**src/hw/ccr_map.svh**
```systemverilog
/*
 Constants for the core register set: condition_flags field positions,
 fixed bits, reset values and register widths.
 Assumes inclusion by bare name from design files under hw/.
*/
`ifndef CCR_MAP_SVH
`define CCR_MAP_SVH

`define CCR_DATA_W 8
`define CCR_PC_W 16
`define CCR_FLAG_CARRY 0
`define CCR_FLAG_ZERO 1
`define CCR_FLAG_NEG 2
`define CCR_FLAG_MASK 3
`define CCR_FLAG_HALF 4
`define CCR_FIXED_ONES 8'he0
`define CCR_CC_RESET 8'he8
`define CCR_PC_RESET 16'h0000
`define CCR_DATA_RESET 8'h00

`endif

```
**src/hw/ccr_pkg.sv**
```systemverilog
/*
 Types shared by the core register set: register selectors, flag-write
 sources and branch conditions.
 Assumes the execution unit drives these codes one operation per cycle.
*/
package ccr_pkg;

   // Destination / source selector for the data registers
   typedef enum logic [2:0] {
      CCR_SEL_NONE = 3'h0,
      CCR_SEL_ACC = 3'h1,
      CCR_SEL_IDX_X = 3'h2,
      CCR_SEL_IDX_Y = 3'h3,
      CCR_SEL_FLAGS = 3'h4,
      CCR_SEL_PC_LOW = 3'h5,
      CCR_SEL_PC_HIGH = 3'h6
   } ccr_sel_t;

   // Kind of ALU operation, decides which flags get updated
   typedef enum logic [2:0] {
      CCR_OP_NONE = 3'h0,
      CCR_OP_ADD = 3'h1,
      CCR_OP_ARITH = 3'h2,
      CCR_OP_LOGIC = 3'h3,
      CCR_OP_SHIFT = 3'h4,
      CCR_OP_BTJ = 3'h5
   } ccr_op_t;

   // Flag-control instruction codes
   typedef enum logic [2:0] {
      CCR_FC_NONE = 3'h0,
      CCR_FC_SET_MASK = 3'h1,
      CCR_FC_CLR_MASK = 3'h2,
      CCR_FC_SET_CARRY = 3'h3,
      CCR_FC_CLR_CARRY = 3'h4
   } ccr_fctl_t;

   // Conditional relative jump conditions
   typedef enum logic [3:0] {
      CCR_JMP_HALF = 4'h0,
      CCR_JMP_NO_HALF = 4'h1,
      CCR_JMP_MASKED = 4'h2,
      CCR_JMP_UNMASKED = 4'h3,
      CCR_JMP_NEG = 4'h4,
      CCR_JMP_POS = 4'h5,
      CCR_JMP_EQ = 4'h6,
      CCR_JMP_NE = 4'h7,
      CCR_JMP_CARRY = 4'h8,
      CCR_JMP_NO_CARRY = 4'h9
   } ccr_jmp_t;

   // Interrupt sequencing state
   typedef enum logic [2:0] {
      CCR_ST_IDLE = 3'b001,
      CCR_ST_IN_ISR = 3'b010,
      CCR_ST_ENTER = 3'b100
   } ccr_state_t;

endpackage

```
**src/hw/ccr_flag_eval.sv**
```systemverilog
/*
 Combinational flag evaluator: computes next condition flags from an
 ALU result and tests jump conditions against the current flags.
 Assumes operands and result are presented in the same cycle.
*/
`timescale 1ns/1ns
`default_nettype none
`include "ccr_map.svh"

module ccr_flag_eval (
   input wire ccr_pkg::ccr_op_t op_i,
   input wire logic [7:0] operand_a_i,
   input wire logic [7:0] operand_b_i,
   input wire logic carry_in_i,
   input wire logic [7:0] result_i,
   input wire logic alu_carry_i,
   input wire logic [7:0] flags_i,
   input wire ccr_pkg::ccr_jmp_t jmp_cond_i,
   output logic [7:0] next_flags_o,
   output logic jump_taken_o
);

   // Carry out of bit 3 of a nibble add
   function automatic logic nibble_carry(input logic [3:0] a, input logic [3:0] b, input logic ci);
      logic [4:0] s;
      s = {1'b0, a} + {1'b0, b} + {4'h0, ci};
      return s[4];
   endfunction

   always_comb begin
      next_flags_o = flags_i;
      if (op_i == ccr_pkg::CCR_OP_ADD) begin
         next_flags_o[`CCR_FLAG_HALF] = nibble_carry(operand_a_i[3:0], operand_b_i[3:0], carry_in_i); // RULE8
      end
      if (op_i != ccr_pkg::CCR_OP_NONE && op_i != ccr_pkg::CCR_OP_BTJ) begin
         next_flags_o[`CCR_FLAG_NEG] = result_i[7]; // RULE13
         next_flags_o[`CCR_FLAG_ZERO] = (result_i == 8'h00); // RULE14
      end
      if (op_i == ccr_pkg::CCR_OP_ADD || op_i == ccr_pkg::CCR_OP_ARITH) begin
         next_flags_o[`CCR_FLAG_CARRY] = alu_carry_i; // RULE15
      end
      if (op_i == ccr_pkg::CCR_OP_SHIFT || op_i == ccr_pkg::CCR_OP_BTJ) begin
         next_flags_o[`CCR_FLAG_CARRY] = alu_carry_i; // RULE16
      end
   end

   always_comb begin
      case (jmp_cond_i)
         ccr_pkg::CCR_JMP_HALF: jump_taken_o = flags_i[`CCR_FLAG_HALF]; // RULE9
         ccr_pkg::CCR_JMP_NO_HALF: jump_taken_o = !flags_i[`CCR_FLAG_HALF]; // RULE9
         ccr_pkg::CCR_JMP_MASKED: jump_taken_o = flags_i[`CCR_FLAG_MASK]; // RULE17
         ccr_pkg::CCR_JMP_UNMASKED: jump_taken_o = !flags_i[`CCR_FLAG_MASK]; // RULE17
         ccr_pkg::CCR_JMP_NEG: jump_taken_o = flags_i[`CCR_FLAG_NEG]; // RULE17
         ccr_pkg::CCR_JMP_POS: jump_taken_o = !flags_i[`CCR_FLAG_NEG]; // RULE17
         ccr_pkg::CCR_JMP_EQ: jump_taken_o = flags_i[`CCR_FLAG_ZERO]; // RULE17
         ccr_pkg::CCR_JMP_NE: jump_taken_o = !flags_i[`CCR_FLAG_ZERO]; // RULE17
         ccr_pkg::CCR_JMP_CARRY: jump_taken_o = flags_i[`CCR_FLAG_CARRY]; // RULE16
         ccr_pkg::CCR_JMP_NO_CARRY: jump_taken_o = !flags_i[`CCR_FLAG_CARRY]; // RULE16
         default: jump_taken_o = 1'b0;
      endcase
   end

endmodule
`default_nettype wire

```
**src/hw/ccr_irq_pending.sv**
```systemverilog
/*
 Pending-interrupt latch: holds requests that arrive while the mask is
 set and offers them as soon as the mask is clear.
 Assumes request lines are synchronous one-cycle or level pulses.
*/
`timescale 1ns/1ns
`default_nettype none

module ccr_irq_pending #(
   parameter int N_IRQ = 4
) (
   input wire logic clk_i,
   input wire logic reset_n_i,
   input wire logic clk_en_i,
   input wire logic [N_IRQ-1:0] irq_req_i,
   input wire logic [N_IRQ-1:0] irq_ack_i,
   input wire logic mask_i,
   output logic [N_IRQ-1:0] pending_o,
   output logic irq_take_o
);

   // A request arriving in the ack cycle survives: set wins over clear
   always_ff @(posedge clk_i) begin
      if (!reset_n_i) begin
         pending_o <= '0;
      end else if (clk_en_i) begin
         pending_o <= (pending_o & ~irq_ack_i) | irq_req_i; // RULE11
      end
   end

   // No priority gate against the running routine: clear mask means take
   assign irq_take_o = !mask_i && (pending_o != '0); // RULE12

endmodule
`default_nettype wire

```
**src/hw/ccr_core_regs.sv**
```systemverilog
/*
 Core register set of an 8-bit CPU: accumulator, two index registers,
 program counter and condition_flags, plus interrupt mask sequencing.
 Assumes the execution unit drives at most one write per register per
 cycle and owns the stack memory; this block only supplies and accepts
 the stacked values.
*/
// What this block does
// (RULE1) Registers reached only by dedicated ports, unmapped
// (RULE2) One 8-bit accumulator for operands and results
// (RULE3) Two 8-bit index registers for addresses
// (RULE4) Interrupt context save and restore skip index Y
// (RULE5) 16-bit program counter built of low/high bytes
// (RULE6) Flags layout 111HINZC, reset 111x1xxx
// (RULE7) Flags pushable, poppable, individually tested and set
// (RULE8) Half carry from bit 3 on adds only
// (RULE9) Half carry tested by paired relative jumps
// (RULE10) Mask set on entry/instruction, cleared by return/instruction
// (RULE11) Masked requests latched pending, not lost
// (RULE12) Clearing mask in routine services pending immediately
// (RULE13) Negative flag copies result bit 7
// (RULE14) Zero flag set when result is zero
// (RULE15) Carry from arithmetic, forced by set/clear carry
// (RULE16) Carry also from bit-test-branch, shifts, rotates
// (RULE17) Mask, negative, zero tested by paired jumps
// (RULE18) Upper three flag bits fixed at one
`timescale 1ns/1ns
`default_nettype none
`include "ccr_map.svh"

module ccr_core_regs #(
   parameter int N_IRQ = 4
) (
   input wire logic clk_i,
   input wire logic reset_n_i,
   input wire logic clk_en_i,
   // Register write port from the execution unit
   input wire ccr_pkg::ccr_sel_t wr_sel_i,
   input wire logic [7:0] wr_data_i,
   // Program counter load and increment
   input wire logic pc_load_i,
   input wire logic [15:0] pc_load_value_i,
   input wire logic pc_inc_i,
   // ALU flag update
   input wire ccr_pkg::ccr_op_t alu_op_i,
   input wire logic [7:0] alu_a_i,
   input wire logic [7:0] alu_b_i,
   input wire logic [7:0] alu_result_i,
   input wire logic alu_carry_i,
   input wire ccr_pkg::ccr_fctl_t flag_ctl_i,
   // Jump condition test
   input wire ccr_pkg::ccr_jmp_t jmp_cond_i,
   output logic jump_taken_o,
   // Interrupt interface
   input wire logic [N_IRQ-1:0] irq_req_i,
   input wire logic [N_IRQ-1:0] irq_ack_i,
   input wire logic trap_i,
   input wire logic irq_enter_i,
   input wire logic irq_return_i,
   input wire logic [7:0] ret_flags_i,
   input wire logic [7:0] ret_acc_i,
   input wire logic [7:0] ret_idx_x_i,
   input wire logic [15:0] ret_pc_i,
   output logic irq_take_o,
   output logic [N_IRQ-1:0] irq_pending_o,
   output logic in_isr_o,
   // Register views
   output logic [7:0] acc_o,
   output logic [7:0] idx_x_o,
   output logic [7:0] idx_y_o,
   output logic [7:0] program_counter_low_o,
   output logic [7:0] program_counter_high_o,
   output logic [7:0] condition_flags_o,
   output logic [7:0] ctx_flags_o,
   output logic [7:0] ctx_acc_o,
   output logic [7:0] ctx_idx_x_o,
   output logic [15:0] ctx_pc_o
);

   // ------------------------------------------------------------
   // Storage
   // ------------------------------------------------------------
   logic [7:0] acc;
   logic [7:0] idx_x;
   logic [7:0] idx_y;
   logic [15:0] program_counter;
   logic [4:0] flag_bits;
   logic [7:0] condition_flags;
   logic [7:0] next_flags_alu;
   logic mask_pending_take;
   ccr_pkg::ccr_state_t state;
   ccr_pkg::ccr_state_t next_state;

   // Upper bits are not stored at all, so no write can disturb them
   assign condition_flags = `CCR_FIXED_ONES | {3'b000, flag_bits}; // RULE6 RULE18

   // ------------------------------------------------------------
   // Flag evaluation
   // ------------------------------------------------------------
   ccr_flag_eval u_flag_eval (
      .op_i(alu_op_i),
      .operand_a_i(alu_a_i),
      .operand_b_i(alu_b_i),
      .carry_in_i(1'b0),
      .result_i(alu_result_i),
      .alu_carry_i(alu_carry_i),
      .flags_i(condition_flags),
      .jmp_cond_i(jmp_cond_i),
      .next_flags_o(next_flags_alu),
      .jump_taken_o(jump_taken_o)
   );

   // ------------------------------------------------------------
   // Pending interrupts
   // ------------------------------------------------------------
   ccr_irq_pending #(
      .N_IRQ(N_IRQ)
   ) u_irq_pending (
      .clk_i(clk_i),
      .reset_n_i(reset_n_i),
      .clk_en_i(clk_en_i),
      .irq_req_i(irq_req_i),
      .irq_ack_i(irq_ack_i),
      .mask_i(flag_bits[`CCR_FLAG_MASK]),
      .pending_o(irq_pending_o),
      .irq_take_o(mask_pending_take)
   );

   // Trap ignores the mask; maskable sources wait for it to clear
   assign irq_take_o = mask_pending_take || trap_i; // RULE10

   // ------------------------------------------------------------
   // Data registers
   // ------------------------------------------------------------
   // Only dedicated select codes reach these; no address decode exists
   always_ff @(posedge clk_i) begin
      if (!reset_n_i) begin
         acc <= `CCR_DATA_RESET;
      end else if (clk_en_i) begin
         if (irq_return_i) begin
            acc <= ret_acc_i; // RULE4
         end else if (wr_sel_i == ccr_pkg::CCR_SEL_ACC) begin
            acc <= wr_data_i; // RULE1 RULE2
         end
      end
   end

   always_ff @(posedge clk_i) begin
      if (!reset_n_i) begin
         idx_x <= `CCR_DATA_RESET;
      end else if (clk_en_i) begin
         if (irq_return_i) begin
            idx_x <= ret_idx_x_i; // RULE4
         end else if (wr_sel_i == ccr_pkg::CCR_SEL_IDX_X) begin
            idx_x <= wr_data_i; // RULE3
         end
      end
   end

   // Y is deliberately outside the interrupt save/restore path
   always_ff @(posedge clk_i) begin
      if (!reset_n_i) begin
         idx_y <= `CCR_DATA_RESET;
      end else if (clk_en_i) begin
         if (wr_sel_i == ccr_pkg::CCR_SEL_IDX_Y) begin
            idx_y <= wr_data_i; // RULE3 RULE4
         end
      end
   end

   // ------------------------------------------------------------
   // Program counter
   // ------------------------------------------------------------
   always_ff @(posedge clk_i) begin
      if (!reset_n_i) begin
         program_counter <= `CCR_PC_RESET;
      end else if (clk_en_i) begin
         if (irq_return_i) begin
            program_counter <= ret_pc_i;
         end else if (pc_load_i) begin
            program_counter <= pc_load_value_i; // RULE5
         end else if (wr_sel_i == ccr_pkg::CCR_SEL_PC_LOW) begin
            program_counter[7:0] <= wr_data_i; // RULE5
         end else if (wr_sel_i == ccr_pkg::CCR_SEL_PC_HIGH) begin
            program_counter[15:8] <= wr_data_i; // RULE5
         end else if (pc_inc_i) begin
            program_counter <= program_counter + 16'h0001;
         end
      end
   end

   // ------------------------------------------------------------
   // Condition flags
   // ------------------------------------------------------------
   // Reset leaves H,N,Z,C undefined; zero is used as the concrete value
   always_ff @(posedge clk_i) begin
      if (!reset_n_i) begin
         flag_bits <= 5'(`CCR_CC_RESET);
      end else if (clk_en_i) begin
         if (irq_enter_i) begin
            flag_bits[`CCR_FLAG_MASK] <= 1'b1; // RULE10
         end else if (irq_return_i) begin
            flag_bits <= ret_flags_i[4:0]; // RULE7 RULE10 RULE18
         end else if (wr_sel_i == ccr_pkg::CCR_SEL_FLAGS) begin
            flag_bits <= wr_data_i[4:0]; // RULE7 RULE18
         end else begin
            flag_bits <= next_flags_alu[4:0]; // RULE13 RULE14
            case (flag_ctl_i)
               ccr_pkg::CCR_FC_SET_MASK: flag_bits[`CCR_FLAG_MASK] <= 1'b1; // RULE10
               ccr_pkg::CCR_FC_CLR_MASK: flag_bits[`CCR_FLAG_MASK] <= 1'b0; // RULE10 RULE12
               ccr_pkg::CCR_FC_SET_CARRY: flag_bits[`CCR_FLAG_CARRY] <= 1'b1; // RULE15
               ccr_pkg::CCR_FC_CLR_CARRY: flag_bits[`CCR_FLAG_CARRY] <= 1'b0; // RULE15
               default: ;
            endcase
         end
      end
   end

   // ------------------------------------------------------------
   // Interrupt routine tracking
   // ------------------------------------------------------------
   always_comb begin
      case (state)
         ccr_pkg::CCR_ST_IDLE: next_state = irq_enter_i ? ccr_pkg::CCR_ST_ENTER : ccr_pkg::CCR_ST_IDLE;
         // A return right after entry must not be lost
         ccr_pkg::CCR_ST_ENTER: next_state = irq_return_i ? ccr_pkg::CCR_ST_IDLE : ccr_pkg::CCR_ST_IN_ISR;
         ccr_pkg::CCR_ST_IN_ISR: next_state = irq_return_i ? ccr_pkg::CCR_ST_IDLE : ccr_pkg::CCR_ST_IN_ISR;
         default: next_state = ccr_pkg::CCR_ST_IDLE;
      endcase
   end

   always_ff @(posedge clk_i) begin
      if (!reset_n_i) begin
         state <= ccr_pkg::CCR_ST_IDLE;
      end else if (clk_en_i) begin
         state <= next_state;
      end
   end

   assign in_isr_o = (state != ccr_pkg::CCR_ST_IDLE);

   // ------------------------------------------------------------
   // Outputs
   // ------------------------------------------------------------
   assign acc_o = acc;
   assign idx_x_o = idx_x;
   assign idx_y_o = idx_y;
   assign program_counter_low_o = program_counter[7:0];
   assign program_counter_high_o = program_counter[15:8];
   assign condition_flags_o = condition_flags; // RULE6
   // Context offered for stacking on interrupt entry, Y excluded
   assign ctx_flags_o = condition_flags; // RULE4 RULE7
   assign ctx_acc_o = acc;
   assign ctx_idx_x_o = idx_x;
   assign ctx_pc_o = program_counter;

endmodule
`default_nettype wire

```
**config.mk**
```make
export PLATFORM = sky130hd
export DESIGN_NAME = ccr_core_regs
export DESIGN_NICKNAME = d
export VERILOG_FILES = /design/src/hw/ccr_pkg.sv /design/src/hw/ccr_flag_eval.sv /design/src/hw/ccr_irq_pending.sv /design/src/hw/ccr_core_regs.sv
export VERILOG_INCLUDE_DIRS = /design/src /design/src/hw
export SDC_FILE = /design/constraint.sdc
export NUM_CORES = 1
export LEC_CHECK = 0
export ABC_AREA = 0
export BUFFER_PORTS_ARGS = -buffer_cell sky130_fd_sc_hd__buf_2
export CORE_ASPECT_RATIO = 1.5
export CORE_MARGIN = 4
export CORE_UTILIZATION = 30
export CTS_CLUSTER_DIAMETER = 40
export DETAILED_ROUTE_END_ITERATION = 10
export PLACE_DENSITY = 0.62
export REMOVE_ABC_BUFFERS = 1
export SLEW_MARGIN = 30
export SYNTH_ARGS = -nofsm -noshare
export SYNTH_HDL_FRONTEND = slang
export SYNTH_SLANG_ARGS = --single-unit
```
**constraint.sdc**
```tcl
create_clock -name clk_i -period 3 [get_ports clk_i]
set_input_delay 0.3 -clock clk_i [delete_from_list [all_inputs] [get_ports clk_i]]
set_output_delay 0.3 -clock clk_i [all_outputs]
set_load 0.01 [all_outputs]
```
# [Yosys cells after proc, flatten, opt, wreduce, memory -nomap -nowiden]
# Index checks and enable logic that the tools add are counted.
[word_totals] in_bits=118 out_inout_bits=95 elab_cells=103 ff_bits=52
[classes] n_eq_ne=30 reduce_logical=32 mux=24 add_sub_neg=2 bitwise=4
[ops] cell="$mux 8" n=8
[ops] cell="$mux 16" n=3
[ops] cell="$eq 3x3->1 const B" n=7
[ops] cell="$eq 3x2->1 const B" n=6
[ops] cell="$add 16x1->16 const B" n=1
[ops] cell="$eq 4x3->1 const B" n=4
[ops] cell="$reduce_and 3->1" n=5
[ops] cell="$eq 3x1->1 const B" n=4
[ops] cell="$reduce_bool 4->1" n=3
[ops] cell="$mux 5" n=2
[ops] cell="$pmux 1 s10" n=1
[ops] cell="$reduce_bool 3->1" n=3
[ops] cell="$eq 4x2->1 const B" n=2
[ops] cell="$eq 4x4->1 const B" n=2
[ops] cell="$logic_not 8->1" n=1
[ops] cell="$reduce_and 2->1" n=4
[ops] cell="$ne 3x3->1 const B" n=2
[ops] cell="$pmux 3 s2" n=1
[ops] cell="$reduce_bool 6->1" n=1
[ops] cell="$add 4x4->5" n=1
[ops] cell="$logic_not 1->1" n=5
[ops] cell="$reduce_bool 5->1" n=1
[ops] cell="$and 4x4->4" n=1
[ops] cell="$eq 4x1->1 const B" n=1
[ops] cell="14 further kinds" n=23

# [Depth between registers and ports, before layout]
# Gate-level depths: netlist of run 1.
[depth] word_depth=8 mapped_depth=7 mapped_depth_nobuf=6

# [Hierarchy]
# Synthesis of run 1 repeated with hierarchy kept, for this count alone.
[hier_totals] hier_cells=450 hier_area_um2=3514.6
[modules_own_cells] mod="ccr_core_regs" instances=1 seq_area_each_um2=960.9 area_per_inst_um2=3066.7 cells_each=396
[modules_own_cells] mod="ccr_flag_eval" instances=1 seq_area_each_um2=0.0 area_per_inst_um2=282.8 cells_each=36
[modules_own_cells] mod="ccr_irq_pending" instances=1 seq_area_each_um2=80.1 area_per_inst_um2=165.2 cells_each=18

# [Worst setup path after synthesis of run 1]
# OpenSTA, ideal clock, no wires.
[synth_timing] path_kind="register to register" startpoint="register program_counter[0], in the netlist ctx_pc_o[0]" endpoint="register program_counter[6], in the netlist ctx_pc_o[6]" setup_slack_ns=1.396 arrival_time_ns=1.529 setup_ns=0.074 path_buffers=0 t_required_ns=2.926 synth_period_minus_slack_ns=1.604 stages_incl_launch_ff=7 path_cell_list="dfxtp_1 > ha_1 > nand3_2 > or3_1 > a31oi_1 > nand2_1 > a31oi_1"
[synth_between] elab_chain_len=6
[synth_rtl] element="start, declared" line_no="ccr_core_regs.sv:86" text="logic [15:0] program_counter;"
[synth_rtl] element="start signal, assigned" line_no="ccr_core_regs.sv:176" text="program_counter <= `CCR_PC_RESET;"
[synth_rtl] element="start signal, assigned" line_no="ccr_core_regs.sv:179" text="program_counter <= ret_pc_i;"
[synth_rtl] element="start signal, assigned" line_no="ccr_core_regs.sv:181" text="program_counter <= pc_load_value_i;"
[synth_rtl] element="$add 16x1->16" line_no="ccr_core_regs.sv:187" text="program_counter <= program_counter + 16'h0001;"
[synth_rtl] element="$mux 16" line_no="ccr_core_regs.sv:186" text="end else if (pc_inc_i) begin"
[synth_rtl] element="$mux 8" line_no="ccr_core_regs.sv:184" text="end else if (wr_sel_i == ccr_pkg::CCR_SEL_PC_HIGH) begin"
[synth_rtl] element="$mux 8" line_no="ccr_core_regs.sv:182" text="end else if (wr_sel_i == ccr_pkg::CCR_SEL_PC_LOW) begin"
[synth_rtl] element="$mux 16" line_no="ccr_core_regs.sv:180" text="end else if (pc_load_i) begin"
[synth_rtl] element="$mux 16" line_no="ccr_core_regs.sv:178" text="if (irq_return_i) begin"
# Every way passes these cells. The select of a mux whose other input is x is not followed.
# A chain may end at the register's enable or synchronous reset.

# [Final worst setup path of run 1]
[layout_timing] startpoint="register flag_bits[3]" endpoint="output port jump_taken_o"
[layout_between] elab_chain_len=2
[layout_rtl] element="start, declared" line_no="ccr_core_regs.sv:87" text="logic [4:0] flag_bits;"
[layout_rtl] element="start signal, assigned" line_no="ccr_core_regs.sv:198" text="flag_bits <= 5'(`CCR_CC_RESET);"
[layout_rtl] element="start signal, assigned" line_no="ccr_core_regs.sv:203" text="flag_bits <= ret_flags_i[4:0];"
[layout_rtl] element="start signal, assigned" line_no="ccr_core_regs.sv:205" text="flag_bits <= wr_data_i[4:0];"
[layout_rtl] element="$logic_not 1->1" line_no="ccr_flag_eval.sv:52" text="ccr_pkg::CCR_JMP_UNMASKED: jump_taken_o = !flags_i[`CCR_FLAG_MASK];"
[layout_rtl] element="$pmux 1 s10 (*)" line_no="ccr_flag_eval.sv:48" text="case (jmp_cond_i)"
[layout_rtl] element="end, declared" line_no="ccr_core_regs.sv:53" text="output logic jump_taken_o,"
# Every way passes the cells marked *; elsewhere a longest branch is shown, timed or not.

==> impl_results.md, run 1 <==
* Status: complete, no violations
* Synth top area share at 0.297
* Commonest cells post-synth: dfxtp_1 (52), buf_4 (49), a21oi_1 (47), nor2_1 (43), nand2_1 (39)
* Synth area leaders: dfxtp_1 (30%), buf_4 (11%), a21oi_1 (6.7%)
* Skew-Pair Late Insertion Delay at 0.30 ns
* Maxcap violations at 0
* Clock skew after layout at 0.00775 ns
* Kind of critical path: reg -> out
* Period utilization at 0.649
* Worst endpoint required time at 2.70 ns
* Synth Area per Inst at 7.96 µm²
* Critical path data arrival time at 1.65 ns
* Layout Nets at 708
* Unrepaired setup endpoints after global routing: false
* Final setup viols at 0
* Crit path time final at 1.95 ns
* Initial antenna violation count at 0
* Post_cts resized at 0
* Fmax at 514 MHz
* Worst path slowest cell: mux4_2
* Pre-Repair DR Iteration Count at 6
* Hold Path Class: in -> reg
* Crit end category: output pin
* N_diodes at 0
* CTS tree: built
* Power Dens Cells at 425 nW/µm²
* Worst-margin pin slew at 0.811 ns
* Initial DRC Count at 150
* Most frequent cell after synthesis: dfxtp_1
* Die span in y at 140 µm
* Die X at 96.2 µm
* CP cell instances: mux4_2, a221oi_1, a21oi_1, buf_2
* Final Hold Viols at 0
* Core area at 11500 µm²
* Net Sw Power at 600 µW
* Largest net degree at the start of global routing at 30
* Post-route antenna net violation count at 0
* CTS Buf Count at 5
* Clock buffer depth at 2
* Post-CTS Setup Bufs at 0
* Fillcell total at 1219
* CP max stage delay at 0.49 ns
* Max-slew violation count at 0
* Number of global-route vias before repair at 3514
* Area delta synth->final at 25.1%
* Worst Path Buf+Inv at 1
* Fraction of registers with async set/reset at 0
* Vias per cell at 5.08
* Clock transition at path regs at 0.07 ns
* Row count at 48
* Fin area at 4380 µm²
* Share of layout cells above drive strength 1 at 0.388
* Sequential area share after synthesis at 0.297
* Yosys cell types at 61
* YS warnings at 0
* Placed inst area at 4230 µm²
* Gate power share at 0.259
* Clock root buffer: clkbuf_16
* Routed len/inst at 16.0 µm
* DR DRC count at 0
* Cells after Synth at 440
* Initial Util at 0.305
* Setup TNS at 0 ns
* Critical path startpoint category: flop
* Leakage at 2.04 nW
* RD Place Congestion at 0.892
* Net Sw Frac at 0.322
* Global-route wire length before repair at 17.6 mm
* WL final at 11.8 mm
* Slew margin rel. at 0.458
* CTS Sinks at 52
* CTS H-tree lvls at 2
* IO buf count at 195
* DR vias at 3745
* Post-synth top area cell: dfxtp_1
* Gr ovfl total at 0
* Post-synth EDFFs at 0
* DP Wirelength at 9.22 mm
* Top FF cell, synth: dfxtp_1
* Die area at 13500 µm²
* Flop pwr share at 0.426
* Peak supply drop at 0.215 mV
* CTS Hold Bufs at 0
* I/O pins at 213
* Clock group share of total power at 0.315
* Synth Register Bits at 52
* P_int at 1.26 mW
* GRT Util Overall at 0.165
* Max FO, Critical Path at 6
* Crit-path leading delay family: multiplexers
* Synthesized area at 3500 µm²
[worst register-to-register path, stage by stage, from the launching register on]
cell     delay (ns)
dfxtp_1        0.45
ha_1           0.24
nand3_2        0.19
or3_1          0.39
a31oi_1        0.17
nand2_1        0.08
a31oi_1        0.19
[power groups by stage]
stage | registers (mW) | clock network (mW) | logic [mW]
6_report | 0.793 | 0.587 | 0.482
5_1_grt | 0.802 | 0.628 | 0.531
4_1_cts | 0.793 | 0.615 | 0.486
3_5_place_dp | 0.809 | 0 | 0.486
3_3_place_gp | 0.806 | 0 | 0.478
2_1_floorplan | 0.844 | 0 | 0.194
[kinds of logic (layout without fill, tap and decap cells)]
kind of cell,after synthesis,after routing,synth area share
fa+ha+maj,4,4,0.0143
flops,52,52,0.297
simple gates,132,132,0.187
other cells,1,6,0.00107
compound gates,155,155,0.296
mux,7,7,0.0239
buf+inv,78,220,0.153
xor+xnor,11,11,0.0275
[state kept, by name, indices dropped and copies added (netlist names)]
signal	cells
u_irq_pending.pending_o	4
flag_bits	5
state	3
ctx_pc_o	16
idx_y_o	8
ctx_idx_x_o	8
acc_o	8
[layout by cell type (no fill, tap or decap), drive strengths merged, types with 3 or more instances in the layout]
cell type  count
nand2         39
nor2b          7
clkbuf         5
a31oi          9
dfxtp         52
a21o           3
o22ai          4
nand3          8
xnor2          3
a221oi         9
a221o          3
o21ai         27
a21oi         50
buf          201
nand4          4
nand3b         4
nor2          43
a211oi        19
a22oi          9
and2b          3
ha             4
o32ai          6
conb           6
or3            4
xor2           8
mux2i          5
nor4           7
o31ai          3
inv           11
nor3           5
[through the flow]
| step | total power [mW] | setup WS, ns | util | hold WS (ns) | std cells |
|---|---|---|---|---|---|
| floorplan | 1.04 | 1.31 | - | 0.362 | 378 |
| CTS | 1.89 | 1.03 | 0.382 | 0.254 | 737 |
| finish | 1.86 | 1.05 | 0.382 | 0.259 | 737 |
| detailed placement | 1.29 | 1.10 | 0.369 | 0.444 | 729 |
| global route | 1.96 | 0.942 | 0.382 | 0.271 | 737 |
| global placement | 1.28 | 1.12 | 0.369 | 0.442 | 729 |
[final timing paths]
check                                                               end  slack, ns                       from  cells past startpoint
worst max-delay path                                       jump_taken_o       1.05  flag_bits[3]$_SDFFE_PN1P_                      4
worst min-delay path            u_irq_pending.pending_o[1]$_SDFFE_PN0P_       0.26               irq_req_i[1]                      3
worst max register to register                 ctx_pc_o[6]$_SDFFE_PN0P_       1.21   ctx_pc_o[0]$_SDFFE_PN0P_                      6
worst min register to register                  idx_y_o[1]$_SDFFE_PN0P_       0.45    idx_y_o[1]$_SDFFE_PN0P_                      2
[area by class of cell]
| type | count | area (µm²) | area share |
|---|---|---|---|
| clock buffer | 5 | 125 | 0.0286 |
| clock inverter | 3 | 21.3 | 0.00486 |
| inverter | 11 | 41.3 | 0.00943 |
| multi-input combinational | 315 | 1940 | 0.444 |
| sequential | 52 | 1040 | 0.238 |
| tap | 150 | 188 | 0.0428 |
| timing repair buffer | 201 | 1020 | 0.233 |
[layer usage]
metal | vias up | global-route usage | wire length (µm)
li1 | 1849 | - | -
met1 | 1738 | 0.187 | 4600
met2 | 143 | 0.304 | 6090
met3 | 15 | 0.0247 | 790
met4 | 0 | 0.0570 | 289
met5 | - | 0 | 0
(Power assumes the default switching activity.)
==> run 2: changes to the inputs <==
Settings changed: ABC_AREA 0 to 1, PLACE_DENSITY 0.62 to 0.64.
Clock period 3 ns to 1.77 ns, I/O delays scaled along.
==> run 2 against run 1 <==
Net effect:
- synthesized area rose by 2.8%
- routed wire length up 1.0%
- via count grew 8.2%
- highest routed layer unchanged
- die area is 2.6% higher
- synthesized cell count grew 24%
- clock skew rose by 0.0014 ns
- critical path depth increased by 1
- global-route usage up 0.054 points
- critical path type unchanged
- register-to-register slack worse by 0.86 ns
==> impl_results.md, run 2 <==
* Status: complete, no violations
* DP Wirelength at 9.66 mm
* Post-CTS Setup Bufs at 0
* Top FF cell, synth: dfxtp_1
* Setup WS post-layout at 0.170 ns
* RD Place Congestion at 0.796
* Fin cells at 855
* Crit end category: output pin
* Die area at 13900 µm²
* Vias per cell at 4.74
* CP max stage delay at 0.37 ns
* YS warnings at 0
* DR vias at 4051
* Maxcap violations at 0
* Final Core Density at 0.397
* Largest net degree at the start of global routing at 29
* Global-route wire length before repair at 18.8 mm
* Critical path startpoint category: flop
* Gr ovfl total at 0
* Most frequent cells in the layout: buf_2 (195), nand2_1 (110), nor2_1 (59), dfxtp_1 (52), a21oi_1 (45)
* Yosys cell types at 41
* Area delta synth->final at 28.6%
* Power Dens Cells at 697 nW/µm²
* IO buf count at 195
* Most frequent cell after synthesis: nand2_1
* Placed inst area at 4480 µm²
* CTS Hold Bufs at 0
* Die X at 97.5 µm
* GRT Util Overall at 0.166
* Worst endpoint required time at 1.59 ns
* Layout Nets at 826
* Initial DRC Count at 88
* Hold Path Class: in -> reg
* Number of global-route vias before repair at 3844
* Clock root buffer: clkbuf_16
* Pre-CTS WS at 0.240 ns
* Clock transition at path regs at 0.08 ns
* Share of layout cells above drive strength 1 at 0.349
* Pre-Repair DR Iteration Count at 4
* Max FFs per register at 16
* Clock buffer depth at 2
* Worst Path Buf+Inv at 2
* Fmax at 625 MHz
* Worst-margin pin slew at 0.742 ns
* Clock group share of total power at 0.322
* Placed Instances at 847
* Final Hold Viols at 0
* Peak supply drop at 0.488 mV
* Flop pwr share at 0.413
* Synth area leaders: dfxtp_1 (29%), nand2_1 (11%), buf_4 (9.6%)
* DR DRC count at 0
* Final setup viols at 0
* Design Power at 3.22 mW
* Cells after Synth at 545
* Area of the multi-input gates at 1950 µm²
* Fillcell total at 1339
* Sequential area share after synthesis at 0.289
* Max-slew violation count at 0
* Post-synth EDFFs at 0
* Synth Register Bits at 52
* Unrepaired setup endpoints after global routing: false
* Setup TNS at 0 ns
* Synth Area per Inst at 6.61 µm²
* Post-synth top area cell: dfxtp_1
* Routed len/inst at 13.9 µm
* Commonest cells post-synth: nand2_1 (110), nor2_1 (59), dfxtp_1 (52), buf_4 (46), a21oi_1 (45)
* P_int at 2.16 mW
* CTS tree: built
* Post-route antenna net violation count at 0
* Period utilization at 0.904
* Core area at 11700 µm²
* Slew margin rel. at 0.505
* Crit path time final at 1.60 ns
* Net Sw Frac at 0.331
* CTS H-tree lvls at 2
* Worst path slowest cell: dfxtp_1
* Critical path data arrival time at 1.42 ns
* CP cell instances: o21ai_0, xor2_1, a2bb2oi_1, inv_1, buf_2
* CTS Sinks at 52
* Clock skew after layout at 0.00911 ns
* N_diodes at 0
* Net Sw Power at 1.07 mW
* Fin area at 4630 µm²
* Crit-path leading delay family: compound AO/OA/AOI/OAI gates
* Row count at 48
* Skew-Pair Late Insertion Delay at 0.30 ns
* Register area at 1040 µm²
* Max FO, Critical Path at 6
* Initial Util at 0.309
* Kind of critical path: reg -> out
* CTS Buf Count at 5
* Fraction of registers with async set/reset at 0
* Gate power share at 0.265
* Worst hold margin at 0.126 ns
* Leakage at 2.48 nW
* I/O pins at 213
* Initial antenna violation count at 0
* Most common cell after layout, fill and taps aside: buf_2
* Synthesized area at 3600 µm²
* Die span in y at 142 µm
* Synth top area share at 0.289
* WL final at 11.9 mm
[run 2: cell types whose count changed in the layout (fill, tap and decap cells not counted), moves of 12 or more]
cell | previous run | this run
o21ai_0 | 27 | 39
nand2_1 | 39 | 110
a211oi_1 | 19 | 0
inv_1 | 9 | 42
nor2_1 | 43 | 59
o21ai_1 | 0 | 24
nand3_1 | 6 | 26
[run 2: kinds of logic (layout without fill, tap and decap cells)]
logic type	Yosys count	after routing	share of synthesized area
other cells	1	6	0.00104
flops	52	52	0.289
buf+inv	115	270	0.176
simple gates	219	219	0.272
compound gates	150	150	0.238
xor+xnor	4	4	0.00973
fa+ha+maj	4	4	0.0139
[run 2: worst min-delay path, stage by stage]
cell     delay [ns]
buf_2          0.09
nand2_1        0.05
a21oi_1        0.05
[run 2: area by class of cell]
class | count | share of cell area
Clock inverter | 3 | 0.00595
Inverter | 53 | 0.0451
Sequential cell | 52 | 0.225
Clock buffer | 5 | 0.0270
Multi-Input combinational cell | 383 | 0.420
Timing Repair Buffer | 209 | 0.236
Tap cell | 150 | 0.0405
[run 2: final timing paths]
| path | from | to | slack (ns) | cells after the start |
|---|---|---|---|---|
| setup / recovery | flag_bits[3]$_SDFFE_PN1P_ | jump_taken_o | 0.17 | 5 |
| hold / removal | irq_req_i[0] | u_irq_pending.pending_o[0]$_SDFFE_PN0P_ | 0.13 | 3 |
| setup reg to reg | ctx_pc_o[0]$_SDFFE_PN0P_ | ctx_pc_o[10]$_SDFFE_PN0P_ | 0.35 | 8 |
| hold reg to reg | u_irq_pending.pending_o[3]$_SDFFE_PN0P_ | u_irq_pending.pending_o[3]$_SDFFE_PN0P_ | 0.48 | 2 |
[run 2: metal layers]
metal	GRT usage	up-vias	routed length [µm]
li1	-	2088	-
met1	0.180	1798	4560
met2	0.326	152	6310
met3	0.0304	13	834
met4	0.0408	0	178
met5	0	-	0
[run 2: power groups by stage]
| stage | logic (mW) | registers [mW] | clock network, mW |
|---|---|---|---|
| 2_1_floorplan | 0.347 | 1.43 | 0 |
| 3_3_place_gp | 0.857 | 1.36 | 0 |
| 3_5_place_dp | 0.864 | 1.36 | 0 |
| 4_1_cts | 0.867 | 1.33 | 1.07 |
| 5_1_grt | 0.958 | 1.35 | 1.11 |
| 6_report | 0.855 | 1.33 | 1.04 |
[run 2: repair_timing]
item                                    CTS  global route
resized for setup                         0             1
endpoints found under the hold margin     0             0
endpoints found under the setup margin    0             1
==> run 3: changes to the inputs <==
Settings changed: CORE_UTILIZATION 30 to 40, PLACE_DENSITY 0.64 to 0.79.
==> run 3 against run 2 <==
Net effect:
- final area down 1.8%
- power down 0.90%
- routed wire length down 1.9%
- combinational power down 0.8%
- sequential cell count unchanged
- worst hold slack better by 0.0085 ns
- sequential power about the same
- critical path type unchanged
- critical endpoint unchanged
==> impl_results.md, run 3 (synthesis gave the netlist of run 2 again) <==
* Status: complete, no violations
* Initial Util at 0.408
* CTS tree: built
* Core area at 8830 µm²
* Reg2Reg Depth at 9
* RR Endpoint: ctx_pc_o[12]$_SDFFE_PN0P_
* Row count at 42
* Clock buffer depth at 2
* Clock transition at path regs at 0.07 ns
* WL final at 11.7 mm
* Largest net degree at the start of global routing at 24
* Hold path depth at 3
* Final Hold Viols at 0
* Reg-to-reg slack, setup at 0.21 ns
* Worst endpoint required time at 1.59 ns
* Peak supply drop at 0.467 mV
* Die X at 85.5 µm
* Layout Nets at 823
* Placed Instances at 804
* Post-route antenna net violation count at 0
* Worst hold margin at 0.134 ns
* Most common cell after layout, fill and taps aside: buf_2
* N_diodes at 0
* Crit end category: output pin
* Setup WS post-layout at 0.161 ns
* I/O pins at 213
* Max-slew violation count at 0
* Vias per cell at 5.14
* CTS Hold Bufs at 0
* Die span in y at 124 µm
* Post-CTS Setup Bufs at 0
* Fin area at 4540 µm²
* DR DRC count at 0
* Crit path time final at 1.61 ns
* Period utilization at 0.909
* Reg2reg start: ctx_pc_o[1]$_SDFFE_PN0P_
* Pre-Repair DR Iteration Count at 4
* Most frequent cells in the layout: buf_2 (195), nand2_1 (110), nor2_1 (59), dfxtp_1 (52), a21oi_1 (45)
* Pre-CTS WS at 0.256 ns
* Global-route wire length before repair at 18.2 mm
* Hold Path Class: in -> reg
* Final Core Density at 0.515
* Fin cells at 812
* Worst setup path end: jump_taken_o
* CTS H-tree lvls at 2
* Net Sw Frac at 0.327
* Post_cts resized at 0
* P_int at 2.15 mW
* Die area at 10600 µm²
* IO buf count at 195
* Area of the multi-input gates at 1950 µm²
* Gr ovfl total at 0
* Kind of critical path: reg -> out
* Gate power share at 0.265
* Worst Setup SP: flag_bits[3]$_SDFFE_PN1P_
* Placed inst area at 4390 µm²
* Critical path data arrival time at 1.43 ns
* Max FO, Critical Path at 6
* Fmax at 621 MHz
* Initial DRC Count at 148
* Clock group share of total power at 0.316
* Setup TNS at 0 ns
* Final setup viols at 0
* CTS Sinks at 52
* Clock skew after layout at 0.00530 ns
* Register area at 1040 µm²
* Share of layout cells above drive strength 1 at 0.346
* Power Dens Cells at 703 nW/µm²
* RD Place Congestion at 0.883
* Clock root buffer: clkbuf_16
* Net Sw Power at 1.05 mW
* CTS Buf Count at 5
* Routed len/inst at 14.4 µm
* DR vias at 4174
* Max FFs per register at 16
* Flop pwr share at 0.418
* Maxcap violations at 0
* Area delta synth->final at 26.2%
* Skew-Pair Late Insertion Delay at 0.29 ns
* Fillcell total at 889
* Leakage at 2.46 nW
* Initial antenna violation count at 0
* Unrepaired setup endpoints after global routing: false
* DP Wirelength at 9.42 mm
* Critical path startpoint category: flop
* Design Power at 3.20 mW
* GRT Util Overall at 0.209
* Number of global-route vias before repair at 3856
## run 3: changes by cell type in the layout (fill, tap and decap cells not counted)
cell,delta
buf_12,-1
o21ai_0,+1
buf_4,-2
o21ai_1,-1
## run 3: worst min-delay path by stage
stage,startpoint,to,slack [ns]
after floorplan,reset_n_i,flag_bits[3]$_SDFFE_PN1P_,0.26
after global placement,irq_req_i[1],u_irq_pending.pending_o[1]$_SDFFE_PN0P_,0.43
after detailed placement,irq_req_i[1],u_irq_pending.pending_o[1]$_SDFFE_PN0P_,0.44
after CTS,irq_req_i[1],u_irq_pending.pending_o[1]$_SDFFE_PN0P_,0.12
after global routing,ret_idx_x_i[1],ctx_idx_x_o[1]$_SDFFE_PN0P_,0.14
final,irq_req_i[1],u_irq_pending.pending_o[1]$_SDFFE_PN0P_,0.13
## run 3: per-layer routing
layer	track usage	wire (µm)
met1	0.231	4340
met2	0.387	6110
met3	0.0358	934
met4	0.0764	284
met5	0	0
## run 3: worst max-delay path, cell delays in order, from the launching register on
cell and delay (ns):
dfxtp_1 0.36, o21ai_0 0.25, xor2_1 0.19, a2bb2oi_1 0.16, inv_1 0.05, buf_2 0.13
## run 3: power by group through the flow
stage                     logic (mW)  clock network [mW]  registers, mW
final                          0.848                1.01           1.34
after detailed placement       0.848                   0           1.36
after global placement         0.834                   0           1.36
after CTS                      0.852                1.04           1.34
after floorplan                0.347                   0           1.43
after global routing           0.942                1.08           1.35
## run 3: cell type report
cell class	instances	area share
clock buffer	5	0.0275
clock inverter	3	0.00606
timing repair buffer	206	0.233
sequential	52	0.229
multi-input combinational	383	0.428
inverter	53	0.0460
tap	110	0.0303
